[src/pkg/timer8_pkg.sv]
package timer8_pkg;

  // ----------------------------------------
  // Register map, byte addresses
  // ----------------------------------------
  localparam logic [7:0] OFS_CTRL = 8'h00;
  localparam logic [7:0] OFS_COUNT = 8'h04;
  localparam logic [7:0] OFS_COMPARE = 8'h08;
  localparam logic [7:0] OFS_FLAGS = 8'h0c;

  // ----------------------------------------
  // Field positions
  // ----------------------------------------
  localparam int FORCE_BIT = 7;
  localparam int WAVE_LO_BIT = 6;
  localparam int COM_HI_BIT = 5;
  localparam int COM_LO_BIT = 4;
  localparam int WAVE_HI_BIT = 3;
  localparam int CS_HI_BIT = 2;
  localparam int FLAG_CMP_BIT = 1;
  localparam int FLAG_OVF_BIT = 0;

  // ----------------------------------------
  // Values and timing
  // ----------------------------------------
  localparam logic [7:0] TOP_FIXED = 8'hff;
  localparam logic [7:0] BOTTOM = 8'h00;
  localparam logic [7:0] COUNT_STEP = 8'h01;
  localparam int PRESCALE_WIDTH = 10;
  localparam logic [PRESCALE_WIDTH-1:0] PRE_STEP = 10'h001;
  localparam logic [PRESCALE_WIDTH-1:0] TAP_DIV8 = 10'h007;
  localparam logic [PRESCALE_WIDTH-1:0] TAP_DIV64 = 10'h03f;
  localparam logic [PRESCALE_WIDTH-1:0] TAP_DIV256 = 10'h0ff;
  localparam logic [PRESCALE_WIDTH-1:0] TAP_DIV1024 = 10'h3ff;
  localparam logic [1:0] HTRANS_NONSEQ = 2'h2;
  localparam logic HRESP_OKAY = 1'h0;

  typedef enum logic [1:0] {
    MODE_FREE = 2'b00, MODE_PHASE = 2'b01, MODE_CLEAR = 2'b10, MODE_FAST = 2'b11
  } wave_mode_type;

  typedef enum logic [1:0] {
    COM_OFF = 2'b00, COM_TOGGLE = 2'b01, COM_CLEAR = 2'b10, COM_SET = 2'b11
  } out_mode_type;

  typedef enum logic [2:0] {
    CS_STOP = 3'b000, CS_DIRECT = 3'b001, CS_DIV8 = 3'b010, CS_DIV64 = 3'b011,
    CS_DIV256 = 3'b100, CS_DIV1024 = 3'b101, CS_EXT_FALL = 3'b110, CS_EXT_RISE = 3'b111
  } clk_src_type;

  typedef enum logic {BUS_IDLE = 1'b0, BUS_WAIT = 1'b1} bus_state_type;

  typedef struct packed {
    logic hsel;
    logic [31:0] haddr;
    logic [1:0] htrans;
    logic hwrite;
    logic [2:0] hsize;
    logic [31:0] hwdata;
    logic hready;
  } ahb_req_type;

  typedef struct packed {
    logic [31:0] hrdata;
    logic hreadyout;
    logic hresp;
  } ahb_rsp_type;

  typedef struct packed {
    bus_state_type busSt;
    logic [7:0] addr;
    logic wr;
    logic [31:0] rdata;
    logic ready;
    logic [6:0] ctrl;
    logic override;
    logic [7:0] count;
    logic [7:0] compare;
    logic [7:0] cmpActive;
    logic countDown;
    logic blockMatch;
    logic waveOut;
    logic cmpFlag;
    logic ovfFlag;
    logic [PRESCALE_WIDTH-1:0] pre;
    logic pinMeta;
    logic pinSync;
    logic pinPrev;
  } timer_state_type;

  localparam timer_state_type STATE_RESET = '{
    busSt: BUS_IDLE, addr: 8'h00, wr: 1'b0, rdata: 32'h0000_0000, ready: 1'b1,
    ctrl: 7'h00, override: 1'b0, count: 8'h00, compare: 8'h00, cmpActive: 8'h00,
    countDown: 1'b0, blockMatch: 1'b0, waveOut: 1'b0, cmpFlag: 1'b0, ovfFlag: 1'b0,
    pre: 10'h000, pinMeta: 1'b0, pinSync: 1'b0, pinPrev: 1'b0
  };

endpackage : timer8_pkg

[src/rtl/timer8_mode_compare_ctrl.sv]
// The placing of the registers and the AHB-Lite register port were chosen for this implementation.
`timescale 1ns/1ps
`default_nettype none

// Function
// - Timer runs on the I/O clock; the tick is only a clock enable.
// - Force compare acts only in non-PWM modes.
// - Force compare applies a match action now, using the output mode written with it.
// - Force compare sets no flag and never clears the counter.
// - Force compare is a strobe and reads back as zero.
// - Wave mode field is split over control bits 6 and 3.
// - Mode decode sets TOP, compare update point and overflow point.
// - A nonzero output mode lets the compare output override the pin.
// - Non-PWM output modes: off, toggle, clear, set on match.
// - Fast PWM: off, reserved, clear/set on match, opposite at BOTTOM.
// - Phase PWM: off, reserved, action on up match, opposite on down match.
// - Phase PWM with compare at TOP and upper mode bit: act at TOP instead.
// - Clock select 0 stops, 1 direct, 2..5 prescaler taps 8..1024.
// - Clock select 6 counts falling, 7 rising edges of the count pin.
// - Count pin edges count even while that pin is an output.
// - Counter register is readable and writable; write replaces the count.
// - After a counter write, the match on the next tick is suppressed.
// - Match flag set on match, cleared by vector or by writing one.
// - Count pin edge reaches the counter 2 to 3 clocks later.
module timer8_mode_compare_ctrl (
  input wire logic clk,
  input wire logic sys_rst,
  input wire timer8_pkg::ahb_req_type busReq,
  output timer8_pkg::ahb_rsp_type busRsp,
  input wire logic extCountPin,
  input wire logic cmpVectorAck,
  input wire logic ovfVectorAck,
  output logic compareOutPin,
  output logic compareOutEn,
  output logic compareMatchFlag,
  output logic overflowFlag
);
  import timer8_pkg::*;

  timer_state_type q;
  timer_state_type d;

  // ----------------------------------------
  // Helpers
  // ----------------------------------------
  function automatic logic tapHit(input logic [PRESCALE_WIDTH-1:0] pre,
                                  input logic [PRESCALE_WIDTH-1:0] mask);
    tapHit = (pre & mask) == mask;
  endfunction : tapHit

  function automatic logic isPwm(input wave_mode_type mode);
    isPwm = (mode == MODE_PHASE) || (mode == MODE_FAST);
  endfunction : isPwm

  // Shared prescaler taps are free running, so the first tick lands 1..N clocks after enable
  function automatic logic tickSel(input clk_src_type sel,
                                   input logic [PRESCALE_WIDTH-1:0] pre,
                                   input logic sync,
                                   input logic prev);
    unique case (sel)
      CS_STOP: tickSel = 1'b0;
      CS_DIRECT: tickSel = 1'b1;
      CS_DIV8: tickSel = tapHit(pre, TAP_DIV8);
      CS_DIV64: tickSel = tapHit(pre, TAP_DIV64);
      CS_DIV256: tickSel = tapHit(pre, TAP_DIV256);
      CS_DIV1024: tickSel = tapHit(pre, TAP_DIV1024);
      CS_EXT_FALL: tickSel = prev && !sync;
      CS_EXT_RISE: tickSel = !prev && sync;
    endcase
  endfunction : tickSel

  function automatic logic matchAction(input wave_mode_type mode,
                                       input out_mode_type com,
                                       input logic down,
                                       input logic atTop,
                                       input logic cur);
    if (!isPwm(mode)) begin
      unique case (com)
        COM_OFF: matchAction = cur;
        COM_TOGGLE: matchAction = !cur;
        COM_CLEAR: matchAction = 1'b0;
        COM_SET: matchAction = 1'b1;
      endcase
    end else if (!com[1]) begin
      // Reserved code leaves the output alone
      matchAction = cur;
    end else if (mode == MODE_FAST) begin
      matchAction = com[0];
    end else if (!down || atTop) begin
      // Compare at TOP: act as the up-counting match at TOP
      matchAction = com[0];
    end else begin
      matchAction = !com[0];
    end
  endfunction : matchAction

  // ----------------------------------------
  // Decode of current state
  // ----------------------------------------
  wave_mode_type mode;
  out_mode_type com;
  clk_src_type clkSel;
  logic tick;
  logic matchNow;
  logic wrPhase;
  logic rdPhase;
  logic ctrlWr;
  logic countWr;
  logic flagWr;
  logic busTake;
  logic [31:0] wdata;
  wave_mode_type newMode;
  out_mode_type newCom;

  assign mode = wave_mode_type'({q.ctrl[WAVE_HI_BIT], q.ctrl[WAVE_LO_BIT]});
  assign com = out_mode_type'(q.ctrl[COM_HI_BIT:COM_LO_BIT]);
  assign clkSel = clk_src_type'(q.ctrl[CS_HI_BIT:0]);
  assign tick = tickSel(clkSel, q.pre, q.pinSync, q.pinPrev);
  assign matchNow = tick && (q.count == q.cmpActive) && !q.blockMatch;
  assign wdata = busReq.hwdata;
  assign wrPhase = (q.busSt == BUS_WAIT) && q.wr;
  assign rdPhase = (q.busSt == BUS_WAIT) && !q.wr;
  assign ctrlWr = wrPhase && (q.addr == OFS_CTRL);
  assign countWr = wrPhase && (q.addr == OFS_COUNT);
  assign flagWr = wrPhase && (q.addr == OFS_FLAGS);
  assign busTake = busReq.hsel && (busReq.htrans == HTRANS_NONSEQ) && busReq.hready;
  assign newMode = wave_mode_type'({wdata[WAVE_HI_BIT], wdata[WAVE_LO_BIT]});
  assign newCom = out_mode_type'(wdata[COM_HI_BIT:COM_LO_BIT]);

  // ----------------------------------------
  // Next state
  // ----------------------------------------
  always_comb begin
    d = q;
    d.pre = q.pre + PRE_STEP;
    // Pin is sampled even when driven as an output
    d.pinMeta = extCountPin;
    d.pinSync = q.pinMeta;
    d.pinPrev = q.pinSync;

    // Clears first so that a same-cycle set wins
    if (cmpVectorAck || (flagWr && wdata[FLAG_CMP_BIT])) begin
      d.cmpFlag = 1'b0;
    end
    if (ovfVectorAck || (flagWr && wdata[FLAG_OVF_BIT])) begin
      d.ovfFlag = 1'b0;
    end

    if (!isPwm(mode)) begin
      d.cmpActive = q.compare;
    end else if (tick && (q.count == TOP_FIXED)) begin
      d.cmpActive = q.compare;
    end

    if (tick) begin
      d.blockMatch = 1'b0;
      unique case (mode)
        MODE_FREE, MODE_FAST: begin
          d.count = q.count + COUNT_STEP;
          if (q.count == TOP_FIXED) begin
            d.ovfFlag = 1'b1;
          end
        end
        MODE_CLEAR: begin
          d.count = matchNow ? BOTTOM : q.count + COUNT_STEP;
          if (q.count == TOP_FIXED) begin
            d.ovfFlag = 1'b1;
          end
        end
        MODE_PHASE: begin
          if (!q.countDown) begin
            if (q.count == TOP_FIXED) begin
              d.countDown = 1'b1;
              d.count = q.count - COUNT_STEP;
            end else begin
              d.count = q.count + COUNT_STEP;
            end
          end else if (q.count == BOTTOM) begin
            d.countDown = 1'b0;
            d.count = q.count + COUNT_STEP;
            d.ovfFlag = 1'b1;
          end else begin
            d.count = q.count - COUNT_STEP;
          end
        end
      endcase
      if (matchNow) begin
        d.cmpFlag = 1'b1;
        d.waveOut = matchAction(mode, com, q.countDown, q.cmpActive == TOP_FIXED,
                                q.waveOut);
      end
      // Bottom action after the match, so compare at MAX gives a steady level
      if (mode == MODE_FAST && q.count == TOP_FIXED && com[1]) begin
        d.waveOut = !com[0];
      end
    end

    // ----------------------------------------
    // Bus slave, one wait state per transfer
    // ----------------------------------------
    unique case (q.busSt)
      BUS_IDLE: begin
        if (busTake) begin
          d.busSt = BUS_WAIT;
          d.addr = busReq.haddr[7:0];
          d.wr = busReq.hwrite;
          d.ready = 1'b0;
        end
      end
      BUS_WAIT: begin
        d.busSt = BUS_IDLE;
        d.ready = 1'b1;
      end
    endcase

    if (rdPhase) begin
      unique case (q.addr)
        OFS_CTRL: d.rdata = {25'h0, q.ctrl};
        OFS_COUNT: d.rdata = {24'h0, q.count};
        OFS_COMPARE: d.rdata = {24'h0, q.compare};
        OFS_FLAGS: d.rdata = {30'h0, q.cmpFlag, q.ovfFlag};
        default: d.rdata = 32'h0000_0000;
      endcase
    end

    if (ctrlWr) begin
      d.ctrl = wdata[6:0];
      d.override = |wdata[COM_HI_BIT:COM_LO_BIT];
      // Strobe only: acts on output, no flag, no counter clear
      if (wdata[FORCE_BIT] && !isPwm(newMode)) begin
        d.waveOut = matchAction(newMode, newCom, 1'b0, 1'b0, d.waveOut);
      end
    end
    if (countWr) begin
      // Write beats a tick in the same cycle
      d.count = wdata[7:0];
      d.blockMatch = 1'b1;
    end
    if (wrPhase && (q.addr == OFS_COMPARE)) begin
      d.compare = wdata[7:0];
    end
  end

  always_ff @(posedge clk) begin
    if (sys_rst) begin
      q <= STATE_RESET;
    end else begin
      q <= d;
    end
  end

  assign busRsp = '{hrdata: q.rdata, hreadyout: q.ready, hresp: HRESP_OKAY};
  assign compareOutPin = q.waveOut;
  assign compareOutEn = q.override;
  assign compareMatchFlag = q.cmpFlag;
  assign overflowFlag = q.ovfFlag;

  logic extQuiet;
  assign extQuiet = (clkSel == CS_EXT_RISE) && (mode == MODE_FREE) && !wrPhase;
endmodule : timer8_mode_compare_ctrl

`default_nettype wire

[config.mk]
export PLATFORM = sky130hd
export DESIGN_NAME = timer8_mode_compare_ctrl
export DESIGN_NICKNAME = d
export VERILOG_FILES = /design/src/pkg/timer8_pkg.sv /design/src/rtl/timer8_mode_compare_ctrl.sv
export SDC_FILE = /design/constraint.sdc
export NUM_CORES = 1
export LEC_CHECK = 0
export BUFFER_PORTS_ARGS = -buffer_cell sky130_fd_sc_hd__buf_2
export CAP_MARGIN = 20
export CORE_ASPECT_RATIO = 1.5
export CORE_MARGIN = 5
export CORE_UTILIZATION = 50
export DETAILED_ROUTE_END_ITERATION = 8
export PLACE_DENSITY = 0.79
export SYNTH_ARGS = -nofsm -noshare
export SYNTH_HDL_FRONTEND = slang
export SYNTH_SLANG_ARGS = --single-unit
[constraint.sdc]
create_clock -name clk -period 3.1 [get_ports clk]
set_clock_uncertainty 0.2 [all_clocks]
set_input_delay 0.31 -clock clk [delete_from_list [all_inputs] [get_ports clk]]
set_output_delay 0.31 -clock clk [all_outputs]
set_load 0.05 [all_outputs]
Yosys cells after proc, flatten, opt, wreduce, memory -nomap -nowiden:

Index checks and enable logic that the tools add are counted.

* register bits after elaboration: 93
* bits of input ports: 77
* output and inout port bits: 38
* word-level logic and storage cells: 136

* add/sub/neg operators: 3
* equality and inequality tests: 31
* muxes and demuxes: 38
* bitwise logic cells: 1
* reductions and logical operators: 44

Operators with widths (count)
* 8-bit two-way mux: 8
* 8-bit case mux with 4 select lines: 1
* 8-bit equality test (second input constant): 3
* 8-bit case mux with 3 select lines: 1
* 1-bit two-way mux: 19
* 1-bit logical AND: 18
* 2-bit equality test (second input constant): 8
* 8-bit by 4-bit equality test with 1-bit output (second input constant): 2
* 8-bit zero test: 2
* 3-bit equality test (second input constant): 5
* 10-bit by 1-bit adder with 10-bit output (second input constant): 1
* 10-bit equality test (second input constant): 1
* 10-bit two-way mux: 1
* 1-bit zero test: 9
* 8-bit by 1-bit adder with 8-bit output (second input constant): 1
* 2-bit by 1-bit equality test with 1-bit output (second input constant): 4
* 8-bit by 3-bit equality test with 1-bit output (second input constant): 1
* 8-bit equality test: 1
* 1-bit case mux with 4 select lines: 2
* 1-bit case mux with 8 select lines: 1
* 8-bit by 1-bit subtractor with 8-bit output (second input constant): 1
* 3-bit by 2-bit equality test with 1-bit output (second input constant): 2
* 6-bit equality test (second input constant): 1
* 2-bit zero test: 3
* 13 further kinds: 21

Logic depth before layout (Yosys ltp):

Gate-level depths: netlist of run 1.

* depth after elaboration: 14
* mapped depth: 10
* gate-level depth less buffers: 8

Worst setup path after synthesis of run 1:

OpenSTA, ideal clock, no wires.

* kind: register to register
* start point: register q[3] in the netlist's numbering
* end point: register q[18] in the netlist's numbering
* library setup time: 0.128 ns
* arrival: 1.968 ns
* data required time: 2.772 ns
* setup slack: 0.805 ns
* stages on the path, launching flop included: 10
* path buffers: 1
* period minus slack after synthesis: 2.295 ns
* cells stage by stage: dfxtp_1 ha_1 ha_1 nand2b_1 a21oi_1 a211o_1 buf_2 a21oi_2 mux2i_1 nor2_1

* word-level cells in the longest chain between the ends: 4
* elaborated cells on any way between the ends: 7
* classes of those cells: eq/ne: 5; mux: 1; reduce/logical: 1

Ends and longest elaborated chain
* from (decl): RTL line timer8_mode_compare_ctrl.sv:40 `timer_state_type q;`
* from (signal assigned): RTL line timer8_mode_compare_ctrl.sv:246 `q <= STATE_RESET;`
* from (signal assigned): RTL line timer8_mode_compare_ctrl.sv:248 `q <= d;`
* 10-bit equality test, or another cell as far along: RTL line timer8_mode_compare_ctrl.sv:48 `tapHit = (pre & mask) == mask;`
* 1-bit case mux with 8 select lines *: RTL line timer8_mode_compare_ctrl.sv:60 `unique case (sel)`
* 1-bit logical AND *: RTL line timer8_mode_compare_ctrl.sv:151 `end else if (tick && (q.count == TOP_FIXED)) begin`
* 2-bit by 1-bit inequality test with 1-bit output (no source line) *

Every way passes the cells marked *; elsewhere a longest branch is shown, timed or not.
A chain may end at the register's enable or synchronous reset.

Worst setup path in the final report of run 1:

* start point: register q[36] in the netlist's numbering
* end point: register q[37] in the netlist's numbering

* word-level cells in the longest chain between the ends: 7
* elaborated cells on any way between the ends: 14
* classes of those cells: add/sub: 2; eq/ne: 2; mux: 7; reduce/logical: 3

Ends and longest elaborated chain
* branches (longest 4 deep; another with 8-bit by 1-bit adder with 8-bit output)
* 8-bit case mux with 3 select lines *: RTL line timer8_mode_compare_ctrl.sv:157 `unique case (mode)`
* 8-bit two-way mux *: RTL line timer8_mode_compare_ctrl.sv:155 `if (tick) begin`
* 8-bit two-way mux *: RTL line timer8_mode_compare_ctrl.sv:234 `if (countWr) begin`

Mark *: on every way between the ends. The select of a mux whose other input is x is not followed.

==> results of run 1 <==
==> flip-flops by register name, indices dropped and copies added, names as in the netlist <==
name / flops
busRsp: 9
clkSel: 3
com: 2
compareMatchFlag: 1
compareOutEn: 1
compareOutPin: 1
d: 2
mode: 2
overflowFlag: 1
q: 47
==> worst paths after layout <==
kind	startpoint	end	slack (ns)	cells past startpoint
worst min register to register	d[1]$_SDFF_PP0_	d[0]$_SDFF_PP0_	0.25	1
worst max register to register	q[36]$_SDFFE_PP0P_	q[37]$_SDFFE_PP0P_	0.35	6
worst max-delay path	q[36]$_SDFFE_PP0P_	q[37]$_SDFFE_PP0P_	0.35	6
worst min-delay path	busReq[36]	q[83]$_SDFFE_PP0P_	0.01	3
==> per-layer routing <==
| metal | share of wire (%) | GRT usage (%) |
|---|---|---|
| met3 | 6.0 | 4.64 |
| met4 | 6.4 | 14.8 |
| met5 | 0 | 0 |
| met2 | 52 | 34.0 |
| met1 | 36 | 21.9 |
==> cell type report <==
type | count | area [µm²] | share of cell area [%]
repair buffers | 48 | 268 | 6.18
inverters | 12 | 45.0 | 1.04
clock buffers | 11 | 243 | 5.60
well taps | 102 | 128 | 2.95
multi-input cells | 337 | 2190 | 50.7
clock inverters | 4 | 72.6 | 1.68
flip-flops and latches | 69 | 1380 | 31.9
==> placed cells by master, fill, tap and decap left out, types with 3 or more instances in the layout <==
master	netlist	layout
a22oi_1	7	7
or3_1	4	4
a31oi_1	3	3
nor2b_1	6	6
buf_2	9	38
or2_2	3	3
nand4b_1	3	3
nand4_1	5	5
nor2_1	63	63
and3_1	7	7
xor2_1	15	15
a221oi_1	3	3
inv_1	12	12
nand3b_1	5	5
buf_4	35	9
clkbuf_16	0	9
nand2b_1	6	6
mux2i_1	31	31
nand3_1	18	18
conb_1	1	25
xnor2_1	10	10
nor3_1	15	15
o21ai_0	12	12
dfxtp_1	69	69
a21oi_1	18	18
nand2_1	24	24
a311oi_1	3	3
ha_1	8	8
nor4_1	6	6
==> power by group through the flow <==
stage	clock, mW	combinational (mW)	sequential [mW]
6_report	1.08	0.163	0.908
5_1_grt	1.14	0.175	0.909
4_1_cts	1.10	0.162	0.908
3_5_place_dp	0	0.160	0.927
3_3_place_gp	0	0.158	0.926
2_1_floorplan	0	0.153	0.921
==> worst reg2reg max path, cell delays in order, from the launching register on <==
cell and delay, ns:
dfxtp_1 0.46, or4_4 0.63, nor4b_4 0.42, o21bai_2 0.31, nor2_1 0.14, a221oi_1 0.38
nor4_1 0.08
==> what timing repair did <==
item,in CTS,in global routing
buffers inserted,0,0
hold buffers,1,0
endpoints found under the hold margin,1,0
==> kinds of logic after synthesis <==
group | Yosys count | synth area share (%)
AO/OA/AOI/OAI | 71 | 13.6
other | 1 | 0.0961
AND/OR/NAND/NOR | 174 | 22.5
multiplexers | 34 | 9.39
adder cells (fa/ha/maj) | 8 | 2.56
flip-flops | 69 | 35.4
XOR/XNOR | 25 | 5.61
buffers and inverters | 73 | 10.9
==> per-stage QoR <==
stage,utilization [%],std cells
2_1_floorplan,-,479
4_1_cts,56.9,583
3_5_place_dp,52.6,567
6_report,56.9,583
3_3_place_gp,52.6,567
5_1_grt,56.9,583
==> results.py, run 1 <==
metrics = {
    "sta": {
        "setup_tns_ns": 0,
        "fin_ws_ns": 0.349,
        "hold_slack_ns": 0.0132,
        "fmax_mhz": 363,
        "maxSlewViolCount": 0,
        "min_period_ns": 2.75,
        "setup_violations": 0,
        "maxSlewHeadroom_pct": 33.1,
        "final-hold-violation-count": 0,
        "period_share_pct": 88.7,
        "worst_pin_slew_ns": 1.00,
        "rsz0062_at_grt": "no",
    },
    "critical_path": {
        "worstSetupPathType": "reg2reg",
        "path_cells": "or4_4 > nor4b_4 > o21bai_2 > nor2_1 > a221oi_1 > nor4_1",
        "cpMaxStageDelayCell": "or4_4",
        "cp_num_buf_inv": 0,
        "startpoint_type": "register",
        "crit_family": "simple AND/OR/NAND/NOR gates",
        "critPathRequiredTime_ns": 3.11,
        "worstPathArrival_ns": 2.76,
        "crit_fanout": 14,
        "cpPeakStageDelay_ns": 0.63,
        "crit_path_end_kind": "register",
    },
    "layout": {
        "diodes": 0,
        "areaGrowthSynthToFinish_pct": 11.0,
        "fillers": 694,
        "drive_above_1_share_pct": 16.4,
        "design_area_mm2": 0.00433,
        "nNetsFinal": 562,
    },
    "yosys": {
        "ys_seq_elements": 69,
        "post-synth-top-count-cell": "dfxtp_1",
        "synthTopCellsByCount": "69 x dfxtp_1, 63 x nor2_1, 35 x buf_4, 31 x mux2i_1, 24 x nand2_1",
        "yosys.area.top_type": "dfxtp_1",
        "yosysWarnings": 0,
        "syn_area_per_cell_um2": 8.58,
        "synth_top_area_share_pct": 35.4,
        "synthTopCellsByArea": "dfxtp_1 35%, mux2i_1 7.9%, buf_4 6.7%",
        "yosysSeqAreaShare_pct": 35.4,
        "async_flop_share_pct": 0,
        "ys_types": 59,
        "ys.flop_type": "dfxtp_1",
        "netlist_area_mm2": 0.00390,
        "synth-edff-count": 0,
        "synthCells": 455,
    },
    "power": {
        "p_leak_nw": 1.77,
        "p_switching_uw": 497,
        "peakVddDrop_v": 0.000437,
        "sw_frac_of_total_pct": 23.1,
        "clkPwrFrac_pct": 50.3,
        "power.density_mw_per_mm2": 497,
        "p_comb_share_pct": 7.6,
        "finalPower_mw": 2.15,
        "seqPwrFrac_pct": 42.1,
        "p_int_mw": 1.66,
    },
    "floorplan": {
        "dieArea_mm2": 0.00971,
        "die_y_um": 118,
        "floorplan.initialDensity_pct": 51.3,
        "io_pins": 115,
        "rows": 39,
        "coreArea_mm2": 0.00761,
        "dieWidth_um": 82.1,
    },
    "hold_path": {
        "hold_class": "in2reg",
    },
    "drt": {
        "wl_mm": 9.40,
        "first_pass_iters": 4,
        "num_vias": 3326,
        "drt_iter0_markers": 272,
        "wl_per_cell_um": 16.1,
        "vias_per_cell": 5.70,
        "post-route-drc-count": 0,
        "drtAntennaViolNets": 0,
    },
    "clock_tree": {
        "ctsResizeCount": 0,
        "htree_levels": 3,
        "clk_pin_slew_ns": 0.06,
        "cts-root-buf": "clkbuf_16",
        "numCtsBuffers": 9,
        "clock_latency_ns": 0.33,
        "cts_tree": "done",
        "cts.sinks": 69,
        "clock_path_buffers": 2,
    },
    "placement": {
        "post_dp_cell_area_mm2": 0.00401,
        "dp_slack_ns": 0.408,
        "place_congestion": 0.917,
        "dp_hpwl_mm": 6.99,
        "numPortBuffers": 38,
    },
    "grt": {
        "antenna_found_initial": 0,
        "grt_pass1_wl_mm": 15.3,
        "track_usage_pct": 20.4,
        "grt_pass1_vias": 3230,
        "overflow": 0,
        "grt_max_degree": 56,
    },
    "run": {
        "cap_violations": 0,
    },
    "status": {
        "status": "complete, no violations",
    },
}
(Power assumes the default switching activity.)
==> run 2: changes to the inputs <==
--- a/config.mk
+++ b/config.mk
@@ -5,6 +5,7 @@
 export SDC_FILE = /design/constraint.sdc
 export NUM_CORES = 1
 export LEC_CHECK = 0
+export ABC_AREA = 1
 export BUFFER_PORTS_ARGS = -buffer_cell sky130_fd_sc_hd__buf_2
 export CAP_MARGIN = 20
 export CORE_ASPECT_RATIO = 1.5
@@ -12,6 +13,8 @@
 export CORE_UTILIZATION = 50
 export DETAILED_ROUTE_END_ITERATION = 8
 export PLACE_DENSITY = 0.79
+export SLEW_MARGIN = 5
 export SYNTH_ARGS = -nofsm -noshare
 export SYNTH_HDL_FRONTEND = slang
 export SYNTH_SLANG_ARGS = --single-unit
+export TNS_END_PERCENT = 1
==> results.py, run 2 <==
metrics = {
    "yosys": {
        "async_flop_share_pct": 0,
        "yosys.area.top_type": "dfxtp_1",
        "ys_types": 42,
        "ys.flop_type": "dfxtp_1",
        "yosysWarnings": 0,
        "synthTopCellsByCount": "95 x nand2_1, 69 x dfxtp_1, 59 x inv_1, 53 x a21oi_1, 51 x nor2_1",
        "synth_top_area_share_pct": 35.9,
        "netlist_area_mm2": 0.00384,
        "syn_area_per_cell_um2": 7.21,
        "yosysSeqAreaShare_pct": 35.9,
        "post-synth-top-count-cell": "nand2_1",
        "synthTopCellsByArea": "dfxtp_1 36%, nand2_1 9.3%, buf_4 7.2%",
        "ys_seq_elements": 69,
        "synthCells": 533,
        "synth-edff-count": 0,
    },
    "layout": {
        "top_register": "q",
        "final_common_cell": "nand2_1",
        "nNetsFinal": 644,
        "fillers": 684,
        "areaGrowthSynthToFinish_pct": 11.1,
        "largest_register_ffs": 47,
        "drive_above_1_share_pct": 16.1,
        "final_cell_mix": "95 x nand2_1, 69 x dfxtp_1, 59 x inv_1, 53 x a21oi_1, 51 x nor2_1",
        "diodes": 0,
        "design_area_mm2": 0.00427,
    },
    "power": {
        "power.density_mw_per_mm2": 519,
        "p_leak_nw": 1.81,
        "p_switching_uw": 499,
        "p_comb_share_pct": 7.2,
        "clkPwrFrac_pct": 52.0,
        "seqPwrFrac_pct": 40.8,
        "finalPower_mw": 2.22,
        "peakVddDrop_v": 0.000493,
        "p_int_mw": 1.72,
        "sw_frac_of_total_pct": 22.5,
    },
    "clock_tree": {
        "cts-root-buf": "clkbuf_16",
        "numCtsBuffers": 9,
        "cts.sinks": 69,
        "clock_path_buffers": 2,
        "clk_pin_slew_ns": 0.05,
        "postCtsSetupBuffers": 0,
        "clock_latency_ns": 0.33,
        "cts_tree": "done",
        "htree_levels": 3,
    },
    "placement": {
        "numPortBuffers": 38,
        "dp_hpwl_mm": 7.02,
        "place_congestion": 0.969,
        "post_dp_cell_area_mm2": 0.00392,
        "dp_slack_ns": 0.678,
    },
    "sta": {
        "final-hold-violation-count": 0,
        "min_period_ns": 2.48,
        "rsz0062_at_grt": "no",
        "period_share_pct": 80.1,
        "maxSlewViolCount": 0,
        "worst_pin_slew_ns": 1.04,
        "maxSlewHeadroom_pct": 30.4,
        "fin_ws_ns": 0.616,
        "hold_slack_ns": 0.0285,
        "fmax_mhz": 403,
        "setup_violations": 0,
        "setup_tns_ns": 0,
    },
    "grt": {
        "grt_pass1_wl_mm": 15.3,
        "grt_max_degree": 39,
        "grt_pass1_vias": 3349,
        "track_usage_pct": 20.3,
        "antenna_found_initial": 0,
        "overflow": 0,
    },
    "critical_path": {
        "crit_path_end_kind": "register",
        "crit_family": "simple AND/OR/NAND/NOR gates",
        "cp_num_buf_inv": 2,
        "crit_fanout": 14,
        "critPathRequiredTime_ns": 3.12,
        "cpMaxStageDelayCell": "nor2_2",
        "path_cells": "ha_1 > ha_1 > nand2_1 > a21oi_1 > o21ai_0 > nand3_2 > nand2_1 > inv_1 > nor2_2 > inv_1 > o21ai_0 > a21oi_1",
        "cpPeakStageDelay_ns": 0.41,
        "worstPathArrival_ns": 2.50,
        "startpoint_type": "register",
        "worstSetupPathType": "reg2reg",
    },
    "floorplan": {
        "die_y_um": 117,
        "dieArea_mm2": 0.00958,
        "coreArea_mm2": 0.00756,
        "io_pins": 115,
        "floorplan.initialDensity_pct": 50.8,
        "dieWidth_um": 81.6,
        "rows": 39,
    },
    "status": {
        "status": "complete, no violations",
    },
    "drt": {
        "drtAntennaViolNets": 0,
        "first_pass_iters": 5,
        "vias_per_cell": 5.39,
        "top_layer": "met4",
        "wl_per_cell_um": 14.1,
        "wl_met3_um": 664,
        "post-route-drc-count": 0,
        "routedLengthMet1_mm": 3.42,
        "wl_met2_mm": 4.71,
        "num_vias": 3589,
        "wl_mm": 9.40,
        "drt_iter0_markers": 289,
    },
    "run": {
        "cap_violations": 0,
    },
    "hold_path": {
        "hold_class": "in2reg",
    },
}
## run 2: changes by cell type after synthesis, sizes merged, moves of 9 or more
cell	previous run	this run
nand2	24	97
nor3	15	6
xnor2	10	0
o21ai	12	49
o221ai	0	11
a21oi	19	55
mux2i	31	0
nand3	18	27
inv	12	67
## run 2: repair_timing
| item | in CTS | in global routing |
|---|---|---|
| hold buffers | 1 | 0 |
| gates resized for setup | 0 | 0 |
| setup endpoints to repair | 0 | 0 |
| hold endpoints to repair | 1 | 0 |
## run 2: final timing paths
kind / from / to / slack (ns) / cells past startpoint
min: busReq[36] / q[83]$_SDFFE_PP0P_ / 0.03 / 3
min reg2reg: d[1]$_SDFF_PP0_ / d[0]$_SDFF_PP0_ / 0.20 / 2
max: q[3]$_SDFF_PP0_ / q[25]$_SDFFE_PP0P_ / 0.62 / 12
max reg2reg: q[3]$_SDFF_PP0_ / q[25]$_SDFFE_PP0P_ / 0.62 / 12
## run 2: logic make-up after synthesis
logic type,Yosys count,share of synthesized area [%]
AND/OR/NAND/NOR,203,24.8
AO/OA/AOI/OAI,127,18.9
buffers and inverters,115,15.3
flip-flops,69,35.9
XOR/XNOR,10,2.28
adder cells (fa/ha/maj),8,2.60
other,1,0.0976
## run 2: final cells by class
cell class / count / area (µm²) / area share [%]
clock inverters: 3 / 65.1 / 1.52
clock buffers: 13 / 280 / 6.56
flip-flops and latches: 69 / 1380 / 32.3
inverters: 67 / 254 / 5.95
well taps: 102 / 128 / 2.99
multi-input cells: 373 / 1960 / 46.0
repair buffers: 39 / 200 / 4.69
## run 2: worst min-delay path: stages
cell	delay [ns]
buf_2	0.07
o21ai_0	0.07
nor2_1	0.08
## run 2: power by group through the flow
stage	logic [mW]	clock network [mW]	registers [mW]
2_1_floorplan	0.150	0	0.922
3_3_place_gp	0.156	0	0.923
3_5_place_dp	0.158	0	0.923
4_1_cts	0.159	1.17	0.904
5_1_grt	0.173	1.20	0.905
6_report	0.161	1.15	0.905
## run 2: per-layer routing
layer,GRT usage [%],vias to the layer above
met1,21.3,1635
met2,34.9,162
met3,4.68,49
met5,0,-
met4,13.0,0
li1,-,1743
## run 2: metrics by stage
step           util [%]  instances
3_5_place_dp       51.8        649
6_report           56.5        666
4_1_cts            56.5        666
3_3_place_gp       51.8        649
5_1_grt            56.5        666
2_1_floorplan         -        557
